<file path="src/warn_flags_pkg.sv">
package warn_flags_pkg;
	localparam int unsigned CAP_WIDTH = 16;
	localparam logic signed [15:0] FINAL_SET_DISABLED = 16'shFFFF;
	localparam logic [7:0] ADDR_CTRL = 8'h00;
	localparam logic [7:0] ADDR_INIT_SET = 8'h04;
	localparam logic [7:0] ADDR_INIT_CLEAR = 8'h08;
	localparam logic [7:0] ADDR_FINAL_SET = 8'h0C;
	localparam logic [7:0] ADDR_FINAL_CLEAR = 8'h10;
	localparam logic [7:0] ADDR_CAPACITY = 8'h14;
	localparam logic [7:0] ADDR_FLAGS = 8'h18;
	localparam logic [7:0] ADDR_IRQ_STATUS = 8'h1C;
	localparam logic [7:0] ADDR_IRQ_MASK = 8'h20;
	localparam int unsigned ADDR_BITS = 8;
	localparam int unsigned NUM_FLAGS = 4;
	localparam int unsigned FLAG_INIT = 0;
	localparam int unsigned FLAG_FINAL = 1;
	localparam int unsigned FLAG_SHORT = 2;
	localparam int unsigned FLAG_TAB = 3;
	localparam int unsigned CTRL_SHORT_CLR = 0;
	localparam int unsigned CTRL_TAB_CLR = 1;
	localparam logic signed [15:0] INIT_SET_RESET = 16'sh0096;
	localparam logic signed [15:0] INIT_CLEAR_RESET = 16'sh00AF;
	localparam logic signed [15:0] FINAL_SET_RESET = 16'sh004B;
	localparam logic signed [15:0] FINAL_CLEAR_RESET = 16'sh0064;
	localparam logic signed [15:0] CAP_RESET = 16'sh03E8;
	localparam logic [1:0] RESP_OKAY = 2'h0;
	localparam logic [1:0] RESP_SLVERR = 2'h2;
endpackage

</file>
<file path="src/battery_charge_warning_flags.sv">
// Added by the designer: the placing of the registers and the AXI4-Lite interface to the registers.
`timescale 1ns/1ps
// Contract
// - set initial flag below initial set level
// - hold initial flag until above clear
// - set final flag below final set level
// - final set level -1 disables setting
// - clear final flag only when set, above clear
// - all levels compared in mAh units
// - relaxed-voltage short detection sets short flag
// - tab-loss detection sets tab flag
// - status word shows all four flags
module battery_charge_warning_flags import warn_flags_pkg::*; (
	// clock and reset
	input wire logic aclk,
	input wire logic aresetn,
	// capacity estimate from the gauge core
	input wire logic [CAP_WIDTH-1:0] remaining_capacity_estimate,
	input wire logic capacity_update,
	// detector events
	input wire logic relaxed_short_detected,
	input wire logic tab_loss_detected,
	// flags
	output logic initial_low_capacity_flag,
	output logic final_discharge_warning_flag,
	output logic internal_short_flag,
	output logic tab_disconnect_flag,
	output logic irq,
	// axi4-lite write address
	input wire logic [ADDR_BITS-1:0] s_axi_awaddr,
	input wire logic s_axi_awvalid,
	output logic s_axi_awready,
	// axi4-lite write data
	input wire logic [31:0] s_axi_wdata,
	input wire logic [3:0] s_axi_wstrb,
	input wire logic s_axi_wvalid,
	output logic s_axi_wready,
	// axi4-lite write response
	output logic [1:0] s_axi_bresp,
	output logic s_axi_bvalid,
	input wire logic s_axi_bready,
	// axi4-lite read address
	input wire logic [ADDR_BITS-1:0] s_axi_araddr,
	input wire logic s_axi_arvalid,
	output logic s_axi_arready,
	// axi4-lite read data
	output logic [31:0] s_axi_rdata,
	output logic [1:0] s_axi_rresp,
	output logic s_axi_rvalid,
	input wire logic s_axi_rready
);

	logic signed [15:0] init_set_q;
	logic signed [15:0] init_clear_q;
	logic signed [15:0] final_set_q;
	logic signed [15:0] final_clear_q;
	logic signed [15:0] cap_q;
	logic init_flag_q;
	logic final_flag_q;
	logic short_flag_q;
	logic tab_flag_q;
	logic [NUM_FLAGS-1:0] flags_q;
	logic [NUM_FLAGS-1:0] irq_mask_q;
	logic [NUM_FLAGS-1:0] flags_rise;
	// one flop per bit lives in the generate below; this net only gathers them
	wire logic [NUM_FLAGS-1:0] irq_status_q;
	logic [ADDR_BITS-1:0] awaddr_q;
	logic [31:0] wdata_q;
	logic [3:0] wstrb_q;
	logic aw_held_q;
	logic w_held_q;
	logic do_write;
	logic do_read;
	logic short_clr_pulse;
	logic tab_clr_pulse;

	function automatic logic [15:0] merge16(input logic [15:0] old, input logic [31:0] d,
			input logic [3:0] be);
		merge16 = {be[1] ? d[15:8] : old[15:8], be[0] ? d[7:0] : old[7:0]};
	endfunction

	function automatic logic is_mapped(input logic [ADDR_BITS-1:0] a);
		case (a)
			ADDR_CTRL, ADDR_INIT_SET, ADDR_INIT_CLEAR, ADDR_FINAL_SET, ADDR_FINAL_CLEAR,
			ADDR_CAPACITY, ADDR_FLAGS, ADDR_IRQ_STATUS, ADDR_IRQ_MASK: is_mapped = 1'b1;
			default: is_mapped = 1'b0;
		endcase
	endfunction

	// single-bit control words only honour the low byte lane
	function automatic logic low_lane_write(input logic [ADDR_BITS-1:0] a,
			input logic [ADDR_BITS-1:0] target, input logic go, input logic [3:0] be);
		low_lane_write = go && a == target && be[0];
	endfunction

	// write channel: address and data captured in either order
	assign s_axi_awready = !aw_held_q && !s_axi_bvalid;
	assign s_axi_wready = !w_held_q && !s_axi_bvalid;
	assign do_write = aw_held_q && w_held_q && !s_axi_bvalid;

	always_ff @(posedge aclk) begin
		if (!aresetn) begin
			aw_held_q <= 1'b0;
		end else if (s_axi_awvalid && s_axi_awready) begin
			aw_held_q <= 1'b1;
		end else if (do_write) begin
			aw_held_q <= 1'b0;
		end
	end

	always_ff @(posedge aclk) begin
		if (!aresetn) begin
			awaddr_q <= '0;
		end else if (s_axi_awvalid && s_axi_awready) begin
			awaddr_q <= s_axi_awaddr;
		end
	end

	always_ff @(posedge aclk) begin
		if (!aresetn) begin
			w_held_q <= 1'b0;
		end else if (s_axi_wvalid && s_axi_wready) begin
			w_held_q <= 1'b1;
		end else if (do_write) begin
			w_held_q <= 1'b0;
		end
	end

	always_ff @(posedge aclk) begin
		if (!aresetn) begin
			wdata_q <= '0;
			wstrb_q <= '0;
		end else if (s_axi_wvalid && s_axi_wready) begin
			wdata_q <= s_axi_wdata;
			wstrb_q <= s_axi_wstrb;
		end
	end

	// response costs a cycle but keeps the decode off the ready path
	always_ff @(posedge aclk) begin
		if (!aresetn) begin
			s_axi_bvalid <= 1'b0;
		end else if (do_write) begin
			s_axi_bvalid <= 1'b1;
		end else if (s_axi_bready) begin
			s_axi_bvalid <= 1'b0;
		end
	end

	always_ff @(posedge aclk) begin
		if (!aresetn) begin
			s_axi_bresp <= RESP_OKAY;
		end else if (do_write) begin
			s_axi_bresp <= is_mapped(awaddr_q) ? RESP_OKAY : RESP_SLVERR;
		end
	end

	// thresholds in mAh, same signed unit as the capacity estimate
	always_ff @(posedge aclk) begin
		if (!aresetn) begin
			init_set_q <= INIT_SET_RESET;
		end else if (do_write && awaddr_q == ADDR_INIT_SET) begin
			init_set_q <= merge16(init_set_q, wdata_q, wstrb_q);
		end
	end

	always_ff @(posedge aclk) begin
		if (!aresetn) begin
			init_clear_q <= INIT_CLEAR_RESET;
		end else if (do_write && awaddr_q == ADDR_INIT_CLEAR) begin
			init_clear_q <= merge16(init_clear_q, wdata_q, wstrb_q);
		end
	end

	always_ff @(posedge aclk) begin
		if (!aresetn) begin
			final_set_q <= FINAL_SET_RESET;
		end else if (do_write && awaddr_q == ADDR_FINAL_SET) begin
			final_set_q <= merge16(final_set_q, wdata_q, wstrb_q);
		end
	end

	always_ff @(posedge aclk) begin
		if (!aresetn) begin
			final_clear_q <= FINAL_CLEAR_RESET;
		end else if (do_write && awaddr_q == ADDR_FINAL_CLEAR) begin
			final_clear_q <= merge16(final_clear_q, wdata_q, wstrb_q);
		end
	end

	always_ff @(posedge aclk) begin
		if (!aresetn) begin
			irq_mask_q <= '0;
		end else if (low_lane_write(awaddr_q, ADDR_IRQ_MASK, do_write, wstrb_q)) begin
			irq_mask_q <= wdata_q[NUM_FLAGS-1:0];
		end
	end

	assign short_clr_pulse = low_lane_write(awaddr_q, ADDR_CTRL, do_write, wstrb_q)
		&& wdata_q[CTRL_SHORT_CLR];
	assign tab_clr_pulse = low_lane_write(awaddr_q, ADDR_CTRL, do_write, wstrb_q)
		&& wdata_q[CTRL_TAB_CLR];

	// latest estimate, kept for readback
	always_ff @(posedge aclk) begin
		if (!aresetn) begin
			cap_q <= CAP_RESET;
		end else if (capacity_update) begin
			cap_q <= remaining_capacity_estimate;
		end
	end

	// comparisons run on the incoming estimate so flags follow the same update
	always_ff @(posedge aclk) begin
		if (!aresetn) begin
			init_flag_q <= 1'b0;
		end else if (capacity_update) begin
			if ($signed(remaining_capacity_estimate) < init_set_q) begin
				init_flag_q <= 1'b1;
			end else if ($signed(remaining_capacity_estimate) > init_clear_q) begin
				init_flag_q <= 1'b0;
			end
		end
	end

	always_ff @(posedge aclk) begin
		if (!aresetn) begin
			final_flag_q <= 1'b0;
		end else if (capacity_update) begin
			if (final_set_q != FINAL_SET_DISABLED
					&& $signed(remaining_capacity_estimate) < final_set_q) begin
				final_flag_q <= 1'b1;
			end else if (final_flag_q
					&& $signed(remaining_capacity_estimate) > final_clear_q) begin
				final_flag_q <= 1'b0;
			end
		end
	end

	// detector flags are sticky; a detection in the clearing cycle wins
	always_ff @(posedge aclk) begin
		if (!aresetn) begin
			short_flag_q <= 1'b0;
		end else if (relaxed_short_detected) begin
			short_flag_q <= 1'b1;
		end else if (short_clr_pulse) begin
			short_flag_q <= 1'b0;
		end
	end

	always_ff @(posedge aclk) begin
		if (!aresetn) begin
			tab_flag_q <= 1'b0;
		end else if (tab_loss_detected) begin
			tab_flag_q <= 1'b1;
		end else if (tab_clr_pulse) begin
			tab_flag_q <= 1'b0;
		end
	end

	// status word layout gathered in one place
	always_comb begin
		flags_q = '0;
		flags_q[FLAG_INIT] = init_flag_q;
		flags_q[FLAG_FINAL] = final_flag_q;
		flags_q[FLAG_SHORT] = short_flag_q;
		flags_q[FLAG_TAB] = tab_flag_q;
	end

	assign initial_low_capacity_flag = init_flag_q;
	assign final_discharge_warning_flag = final_flag_q;
	assign internal_short_flag = short_flag_q;
	assign tab_disconnect_flag = tab_flag_q;

	// events are rising edges of each flag, seen one cycle after the flag sets
	logic [NUM_FLAGS-1:0] flags_prev_q;
	always_ff @(posedge aclk) begin
		if (!aresetn) begin
			flags_prev_q <= '0;
		end else begin
			flags_prev_q <= flags_q;
		end
	end

	assign flags_rise = flags_q & ~flags_prev_q;

	genvar gi;
	generate
		for (gi = 0; gi < NUM_FLAGS; gi++) begin : g_irq
			logic status_q;
			always_ff @(posedge aclk) begin
				if (!aresetn) begin
					status_q <= 1'b0;
				end else if (flags_rise[gi]) begin
					status_q <= 1'b1;
				end else if (low_lane_write(awaddr_q, ADDR_IRQ_STATUS, do_write, wstrb_q)
						&& wdata_q[gi]) begin
					status_q <= 1'b0;
				end
			end
			assign irq_status_q[gi] = status_q;
		end
	endgenerate

	assign irq = |(irq_status_q & irq_mask_q);

	// read channel: one cycle from address to data
	assign s_axi_arready = !s_axi_rvalid;
	assign do_read = s_axi_arvalid && s_axi_arready;

	always_ff @(posedge aclk) begin
		if (!aresetn) begin
			s_axi_rvalid <= 1'b0;
			s_axi_rresp <= RESP_OKAY;
		end else if (do_read) begin
			s_axi_rvalid <= 1'b1;
			s_axi_rresp <= is_mapped(s_axi_araddr) ? RESP_OKAY : RESP_SLVERR;
		end else if (s_axi_rready) begin
			s_axi_rvalid <= 1'b0;
		end
	end

	// data loads only on an accepted address, so it stands until rready
	always_ff @(posedge aclk) begin
		if (!aresetn) begin
			s_axi_rdata <= '0;
		end else if (do_read) begin
			case (s_axi_araddr)
				ADDR_INIT_SET: s_axi_rdata <= {16'h0000, init_set_q};
				ADDR_INIT_CLEAR: s_axi_rdata <= {16'h0000, init_clear_q};
				ADDR_FINAL_SET: s_axi_rdata <= {16'h0000, final_set_q};
				ADDR_FINAL_CLEAR: s_axi_rdata <= {16'h0000, final_clear_q};
				ADDR_CAPACITY: s_axi_rdata <= {16'h0000, cap_q};
				ADDR_FLAGS: s_axi_rdata <= {28'h0000000, flags_q};
				ADDR_IRQ_STATUS: s_axi_rdata <= {28'h0000000, irq_status_q};
				ADDR_IRQ_MASK: s_axi_rdata <= {28'h0000000, irq_mask_q};
				default: s_axi_rdata <= 32'h00000000;
			endcase
		end
	end

endmodule // battery_charge_warning_flags

</file>
<file path="config.mk">
export PLATFORM = sky130hd
export DESIGN_NAME = battery_charge_warning_flags
export DESIGN_NICKNAME = d
export VERILOG_FILES = /design/src/warn_flags_pkg.sv /design/src/battery_charge_warning_flags.sv
export SDC_FILE = /design/constraint.sdc
export NUM_CORES = 1
export LEC_CHECK = 0
export BUFFER_PORTS_ARGS = -buffer_cell sky130_fd_sc_hd__buf_2
export CAP_MARGIN = 15
export CELL_PAD_IN_SITES_DETAIL_PLACEMENT = 1
export CELL_PAD_IN_SITES_GLOBAL_PLACEMENT = 1
export CORE_MARGIN = 5
export CORE_UTILIZATION = 46
export CTS_CLUSTER_SIZE = 12
export DETAILED_ROUTE_END_ITERATION = 10
export HOLD_SLACK_MARGIN = 0.08
export PLACE_DENSITY_LB_ADDON = 0.1
export SLEW_MARGIN = 10
export SYNTH_ARGS = -nofsm -noshare
export SYNTH_HDL_FRONTEND = slang
export SYNTH_SLANG_ARGS = --single-unit
export TNS_END_PERCENT = 100
</file>
<file path="constraint.sdc">
create_clock -name aclk -period 2.95 [get_ports aclk]
set_input_delay 0.59 -clock aclk [delete_from_list [all_inputs] [get_ports aclk]]
set_output_delay 0.59 -clock aclk [all_outputs]
set_load 0.05 [all_outputs]
</file>
# Yosys cells after proc, flatten, opt, wreduce, memory -nomap -nowiden
# Cells that the tools add are included.
totals:
  out_inout_bits: 46
  register_bits: 162
  in_bits: 78
  wordCells: 141
classes:
  magnitude_cmp: 4
  reduce_logical: 56
  eq_ne: 17
  muxes: 32
  bitwise_logic: 3
ops:
  columns: ["op", "n"]
  rows:
  - ["16-bit case mux with 8 select lines", 1]
  - ["8-bit by 5-bit equality test with 1-bit output (second input constant)", 8]
  - ["8-bit by 4-bit equality test with 1-bit output (second input constant)", 4]
  - ["16-bit greater-than comparator", 2]
  - ["16-bit less-than comparator", 2]
  - ["1-bit two-way mux", 29]
  - ["1-bit logical AND", 25]
  - ["2-bit nonzero test", 12]
  - ["2-bit AND reduction", 10]
  - ["9-bit OR reduction", 2]
  - ["8-bit by 3-bit equality test with 1-bit output (second input constant)", 2]
  - ["8-bit by 6-bit equality test with 1-bit output (second input constant)", 2]
  - ["8-bit logical NOT", 2]
  - ["16-bit by 1-bit != test with 1-bit output (second input constant)", 1]
  - ["4-bit AND", 2]
  - ["1-bit logical NOT", 4]
  - ["2-bit two-way mux", 2]
  - ["4-bit inverter", 1]
  - ["4-bit OR reduction", 1]

# Logic depth before layout (Yosys ltp)
depth:
  word_depth: 7
  mapped_depth: 8
  mapped_depth_nobuf: 8

# Worst setup path after synthesis
# Ideal clock, no wire load.
synth_path:
  path_kind: "reg2reg"
  start: "register s_axi_bvalid"
  end: "register wdata_q[10]"
  path_stages_with_launch: 7
  n_path_buf: 2
  setup_slack_ps: 658
  arrival_time_ps: 2222
  required_ps: 2880
  period_less_slack_ps: 2292
  setup_ps: 70
  cell_sequence: "dfxtp_1 nor2_1 and2_1 clkbuf_1 clkbuf_1 nand2_1 a21oi_1"
synth_between:
  elab_chain_len: 3
synth_rtl:
  columns: ["item", "line_no", "text"]
  rows:
  - ["start, declared", "battery_charge_warning_flags.sv:40", "output logic s_axi_bvalid,"]
  - ["start signal, assigned", "battery_charge_warning_flags.sv:142", "s_axi_bvalid <= 1'b0;"]
  - ["start signal, assigned", "battery_charge_warning_flags.sv:144", "s_axi_bvalid <= 1'b1;"]
  - ["start signal, assigned", "battery_charge_warning_flags.sv:146", "s_axi_bvalid <= 1'b0;"]
  - ["1-bit logical NOT", "battery_charge_warning_flags.sv:98", "assign s_axi_wready = !w_held_q && !s_axi_bvalid;"]
  - ["1-bit logical AND", "battery_charge_warning_flags.sv:98", null]
  - ["via s_axi_wready", "battery_charge_warning_flags.sv:37", "output logic s_axi_wready,"]
  - ["1-bit logical AND", "battery_charge_warning_flags.sv:133", "end else if (s_axi_wvalid && s_axi_wready) begin"]
  - ["end signal, assigned", "battery_charge_warning_flags.sv:134", "wdata_q <= s_axi_wdata;"]
  - ["end, declared", "battery_charge_warning_flags.sv:68", "logic [31:0] wdata_q;"]
# The timed path passes the listed nets, and every way through them passes these cells.
# A chain may end at the register's enable or synchronous reset.

# Worst setup path after layout
layout_path:
  start: "register final_set_q[13]"
  end: "register final_flag_q, in the netlist final_discharge_warning_flag"
layout_between:
  elab_chain_len: 4
  word_cells_on_any_way: 6
  cone_classes: "order compare: 1; eq/ne: 1; mux: 1; reduce/logical: 3"
layout_rtl:
  columns: ["item", "line_no", "text"]
  rows:
  - ["start, declared", "battery_charge_warning_flags.sv:55", "logic signed [15:0] final_set_q;"]
  - ["start signal, assigned", "battery_charge_warning_flags.sv:179", "final_set_q <= merge16(final_set_q, wdata_q, wstrb_q);"]
  - ["16-bit less-than comparator or 16-bit by 1-bit != test with 1-bit output (tied branches)", "battery_charge_warning_flags.sv:231, battery_charge_warning_flags.sv:230", null]
  - ["1-bit logical AND *", "battery_charge_warning_flags.sv:231", "&& $signed(remaining_capacity_estimate) < final_set_q) begin"]
  - ["2-bit nonzero test (no source line)", null, null]
  - ["2-bit AND reduction (no source line)", null, null]
  - ["end signal, assigned", "battery_charge_warning_flags.sv:228", "final_flag_q <= 1'b0;"]
  - ["end signal, assigned", "battery_charge_warning_flags.sv:232", "final_flag_q <= 1'b1;"]
  - ["end signal, assigned", "battery_charge_warning_flags.sv:235", "final_flag_q <= 1'b0;"]
  - ["end, declared", "battery_charge_warning_flags.sv:59", "logic final_flag_q;"]
# Every way passes the cells marked *; elsewhere a longest branch is shown, timed or not.

==> flow_metrics.env <==
export IMPL_fill_cells=2043
export IMPL_tightest_slew_ns=0.744
export IMPL_setup_tns_ns=0
export IMPL_die_area_um2=19600
export IMPL_antenna_found_initial=0
export IMPL_routed_top_layer="met4"
export IMPL_r2r_start="final_set_q[13]"
export IMPL_ctsResizeCount=0
export IMPL_overflow=0
export IMPL_r2r_end="final_discharge_warning_flag"
export IMPL_gp_congestion=0.906
export IMPL_die_h_um=140
export IMPL_crit_required_ns=3.32
export IMPL_power_density_nw_per_um2=550
export IMPL_outcome="finished, final reports clean"
export IMPL_netlist_area_um2=7780
export IMPL_cts_made_buffers=17
export IMPL_slew_viol_final=0
export IMPL_drv_cap=0
export IMPL_cp_start_kind="register"
export IMPL_min_period_ns=2.38
export IMPL_rsz0062_at_grt="false"
export IMPL_ir_drop_v=0.000422
export IMPL_post_drt_wl_per_cell_um=20.3
export IMPL_core_area_um2=16600
export IMPL_num_io_pins=124
export IMPL_grt_pass1_vias=7154
export IMPL_h_tree_depth=4
export IMPL_dr_pass1_iters=5
export IMPL_drc=0
export IMPL_synthCells=934
export IMPL_met1_length_mm=12.3
export IMPL_syn_avg_cell_area_um2=8.33
export IMPL_cts_setup_buffers=0
export IMPL_synth_edf_count=0
export IMPL_synthArstFlopShare_pct=0
export IMPL_final_cell_mix="nand2_1, dfxtp_1, buf_2"
export IMPL_syn_to_final_growth_pct=15.9
export IMPL_ys_warn_count=0
export IMPL_met2_length_mm=11.1
export IMPL_synth_ff_type="dfxtp_1"
export IMPL_hold_ws_ns=0.345
export IMPL_root_buffer="clkbuf_16"
export IMPL_cts_hold_buf=0
export IMPL_finalWirelength_mm=25.4
export IMPL_layout_nets=1155
export IMPL_wl_met3_mm=1.39
export IMPL_synth_yosys_seq_area_share_pct=37.1
export IMPL_cp_data_arrival_time_ns=2.75
export IMPL_layout_drive_gt1_share_pct=15.6
export IMPL_gr_usage_all_layers_pct=25.8
export IMPL_mostFrequentLayoutCell="nand2_1"
export IMPL_drt_initial_drc_count=508
export IMPL_crit_start="final_set_q[13]"
export IMPL_path_max_fanout=4
export IMPL_finalWorstSetupSlack_ns=0.567
export IMPL_clk_latency_ns=0.43
export IMPL_relSlewSlack_pct=50.3
export IMPL_fp_row_count=47
export IMPL_die_x_um=140
export IMPL_n_antenna_cell=0
export IMPL_fmax_mhz=420
export IMPL_ys_seq_elements=144
export IMPL_cts_sinks=144
export IMPL_antenna_left=0
export IMPL_fin_skew_ns=0.00732
export IMPL_cts_buffer_depth=2
export IMPL_via_per_inst=5.67
export IMPL_r2r_slack_ns=0.57
export IMPL_r2r_cells=8
export IMPL_pre_cts_ws_ns=0.419
export IMPL_tritoncts="yes"
export IMPL_setup_violations_final=0
export IMPL_hpwl_mm=19.2
export IMPL_period_share_pct=80.8
export IMPL_clk_pin_slew_worst_paths_ns=0.06
export IMPL_grt_pass1_wl_mm=39.7
export IMPL_hold_viol=0
export IMPL_end_kind="register"
export IMPL_hp_class="primary input to register"
export IMPL_leakagePower_nw=3.70
export IMPL_crit_type="register to register"
export IMPL_start_util_pct=46.9
export IMPL_grt_max_degree=60
export IMPL_endpoint="final_discharge_warning_flag"
export IMPL_port_buffers=87
export IMPL_synth_cell_types=66
export IMPL_vias=7067
-- power by group --
| part | switching (mW) | leakage [nW] | total [mW] | internal [mW] |
|---|---|---|---|---|
| Sequential | 0.0778 | 1.17 | 2.08 | 2.00 |
| Combinational | 0.356 | 2.22 | 0.518 | 0.163 |
| Clock | 0.906 | 0.313 | 2.36 | 1.45 |
| Total | 1.34 | 3.70 | 4.96 | 3.62 |
-- critical path, cell delays in order (launching register included) --
cell       delay, ns
dfxtp_1         0.48
inv_1           0.08
ha_1            0.31
a21o_1          0.20
a2111oi_0       0.43
a21oi_1         0.08
a2111o_1        0.45
o32ai_1         0.14
a311o_1         0.16
-- registers in the layout (all words and copies together) (netlist names), 2 cells and up --
| name | flops |
|---|---|
| cap_q | 16 |
| final_clear_q | 16 |
| final_set_q | 16 |
| init_clear_q | 16 |
| init_set_q | 16 |
| s_axi_rdata | 16 |
| wdata_q | 16 |
| awaddr_q | 8 |
| flags_prev_q | 4 |
| g_irq.status_q | 4 |
| irq_mask_q | 4 |
| wstrb_q | 2 |
-- worst min-delay path by stage --
| stage | slack (ns) | cells past startpoint | end | from |
|---|---|---|---|---|
| floorplan | 0.43 | 2 | init_set_q[3] | init_set_q[3] |
| global placement | 0.44 | 2 | init_set_q[3] | init_set_q[3] |
| detailed placement | 0.45 | 2 | awaddr_q[0] | awaddr_q[0] |
| CTS | 0.33 | 2 | s_axi_rvalid | s_axi_rready |
| global route | 0.35 | 2 | s_axi_rvalid | s_axi_rready |
| finish | 0.35 | 2 | s_axi_rvalid | s_axi_rready |
-- layout make-up --
cell class / count / area, um^2 / share of cell area, %
inverter: 70 / 264 / 2.93
clock buffer: 18 / 439 / 4.87
clock inverter: 13 / 201 / 2.23
timing repair buffer: 107 / 586 / 6.50
sequential: 144 / 2880 / 32.0
multi-input combinational: 675 / 4370 / 48.4
tap: 220 / 275 / 3.05
-- cell families after synthesis --
family / Yosys count / share of synthesized area [%]
flops: 144 / 37.1
xor+xnor: 1 / 0.113
simple gates: 329 / 19.9
buf+inv: 132 / 7.80
compound gates: 205 / 17.4
fa+ha+maj: 62 / 9.97
mux: 60 / 7.74
other cells: 1 / 0.0482
-- per-stage QoR --
step                      area (um^2)  instances  total power, mW  util, %
after floorplan                  7840        951             2.46        -
after global placement           8370       1216             2.62     50.5
after detailed placement         8370       1216             2.63     50.5
after CTS                        9010       1247             4.99     54.4
after global routing             9010       1247             5.13     54.4
final                            9010       1247             4.96     54.4
-- Yosys cell counts, types with 6 or more instances --
cell type / n / area [um^2]
ha_1: 62 / 776
nor2_1: 86 / 323
nor3_1: 7 / 35.0
o211ai_1: 19 / 143
inv_1: 69 / 259
buf_2: 11 / 55.1
nor2b_1: 10 / 62.6
mux2i_1: 59 / 591
o21ai_0: 19 / 95.1
a221oi_1: 9 / 78.8
nand2b_1: 6 / 37.5
buf_4: 20 / 150
nand4_1: 12 / 75.1
a22oi_1: 16 / 120
a21oi_1: 78 / 390
and2_1: 6 / 37.5
nand2_1: 157 / 589
a21o_1: 15 / 113
clkbuf_1: 28 / 105
nand3_1: 12 / 60.1
dfxtp_1: 144 / 2880
a211oi_1: 6 / 45.0
-- metal layers --
layer  vias to the layer above  GRT usage, %
met2                       193          39.6
li1                       3376             -
met1                      3458          36.8
met3                        40          5.11
met5                         -             0
met4                         0          7.70
No activity file was read; power rests on OpenSTA's default activity.
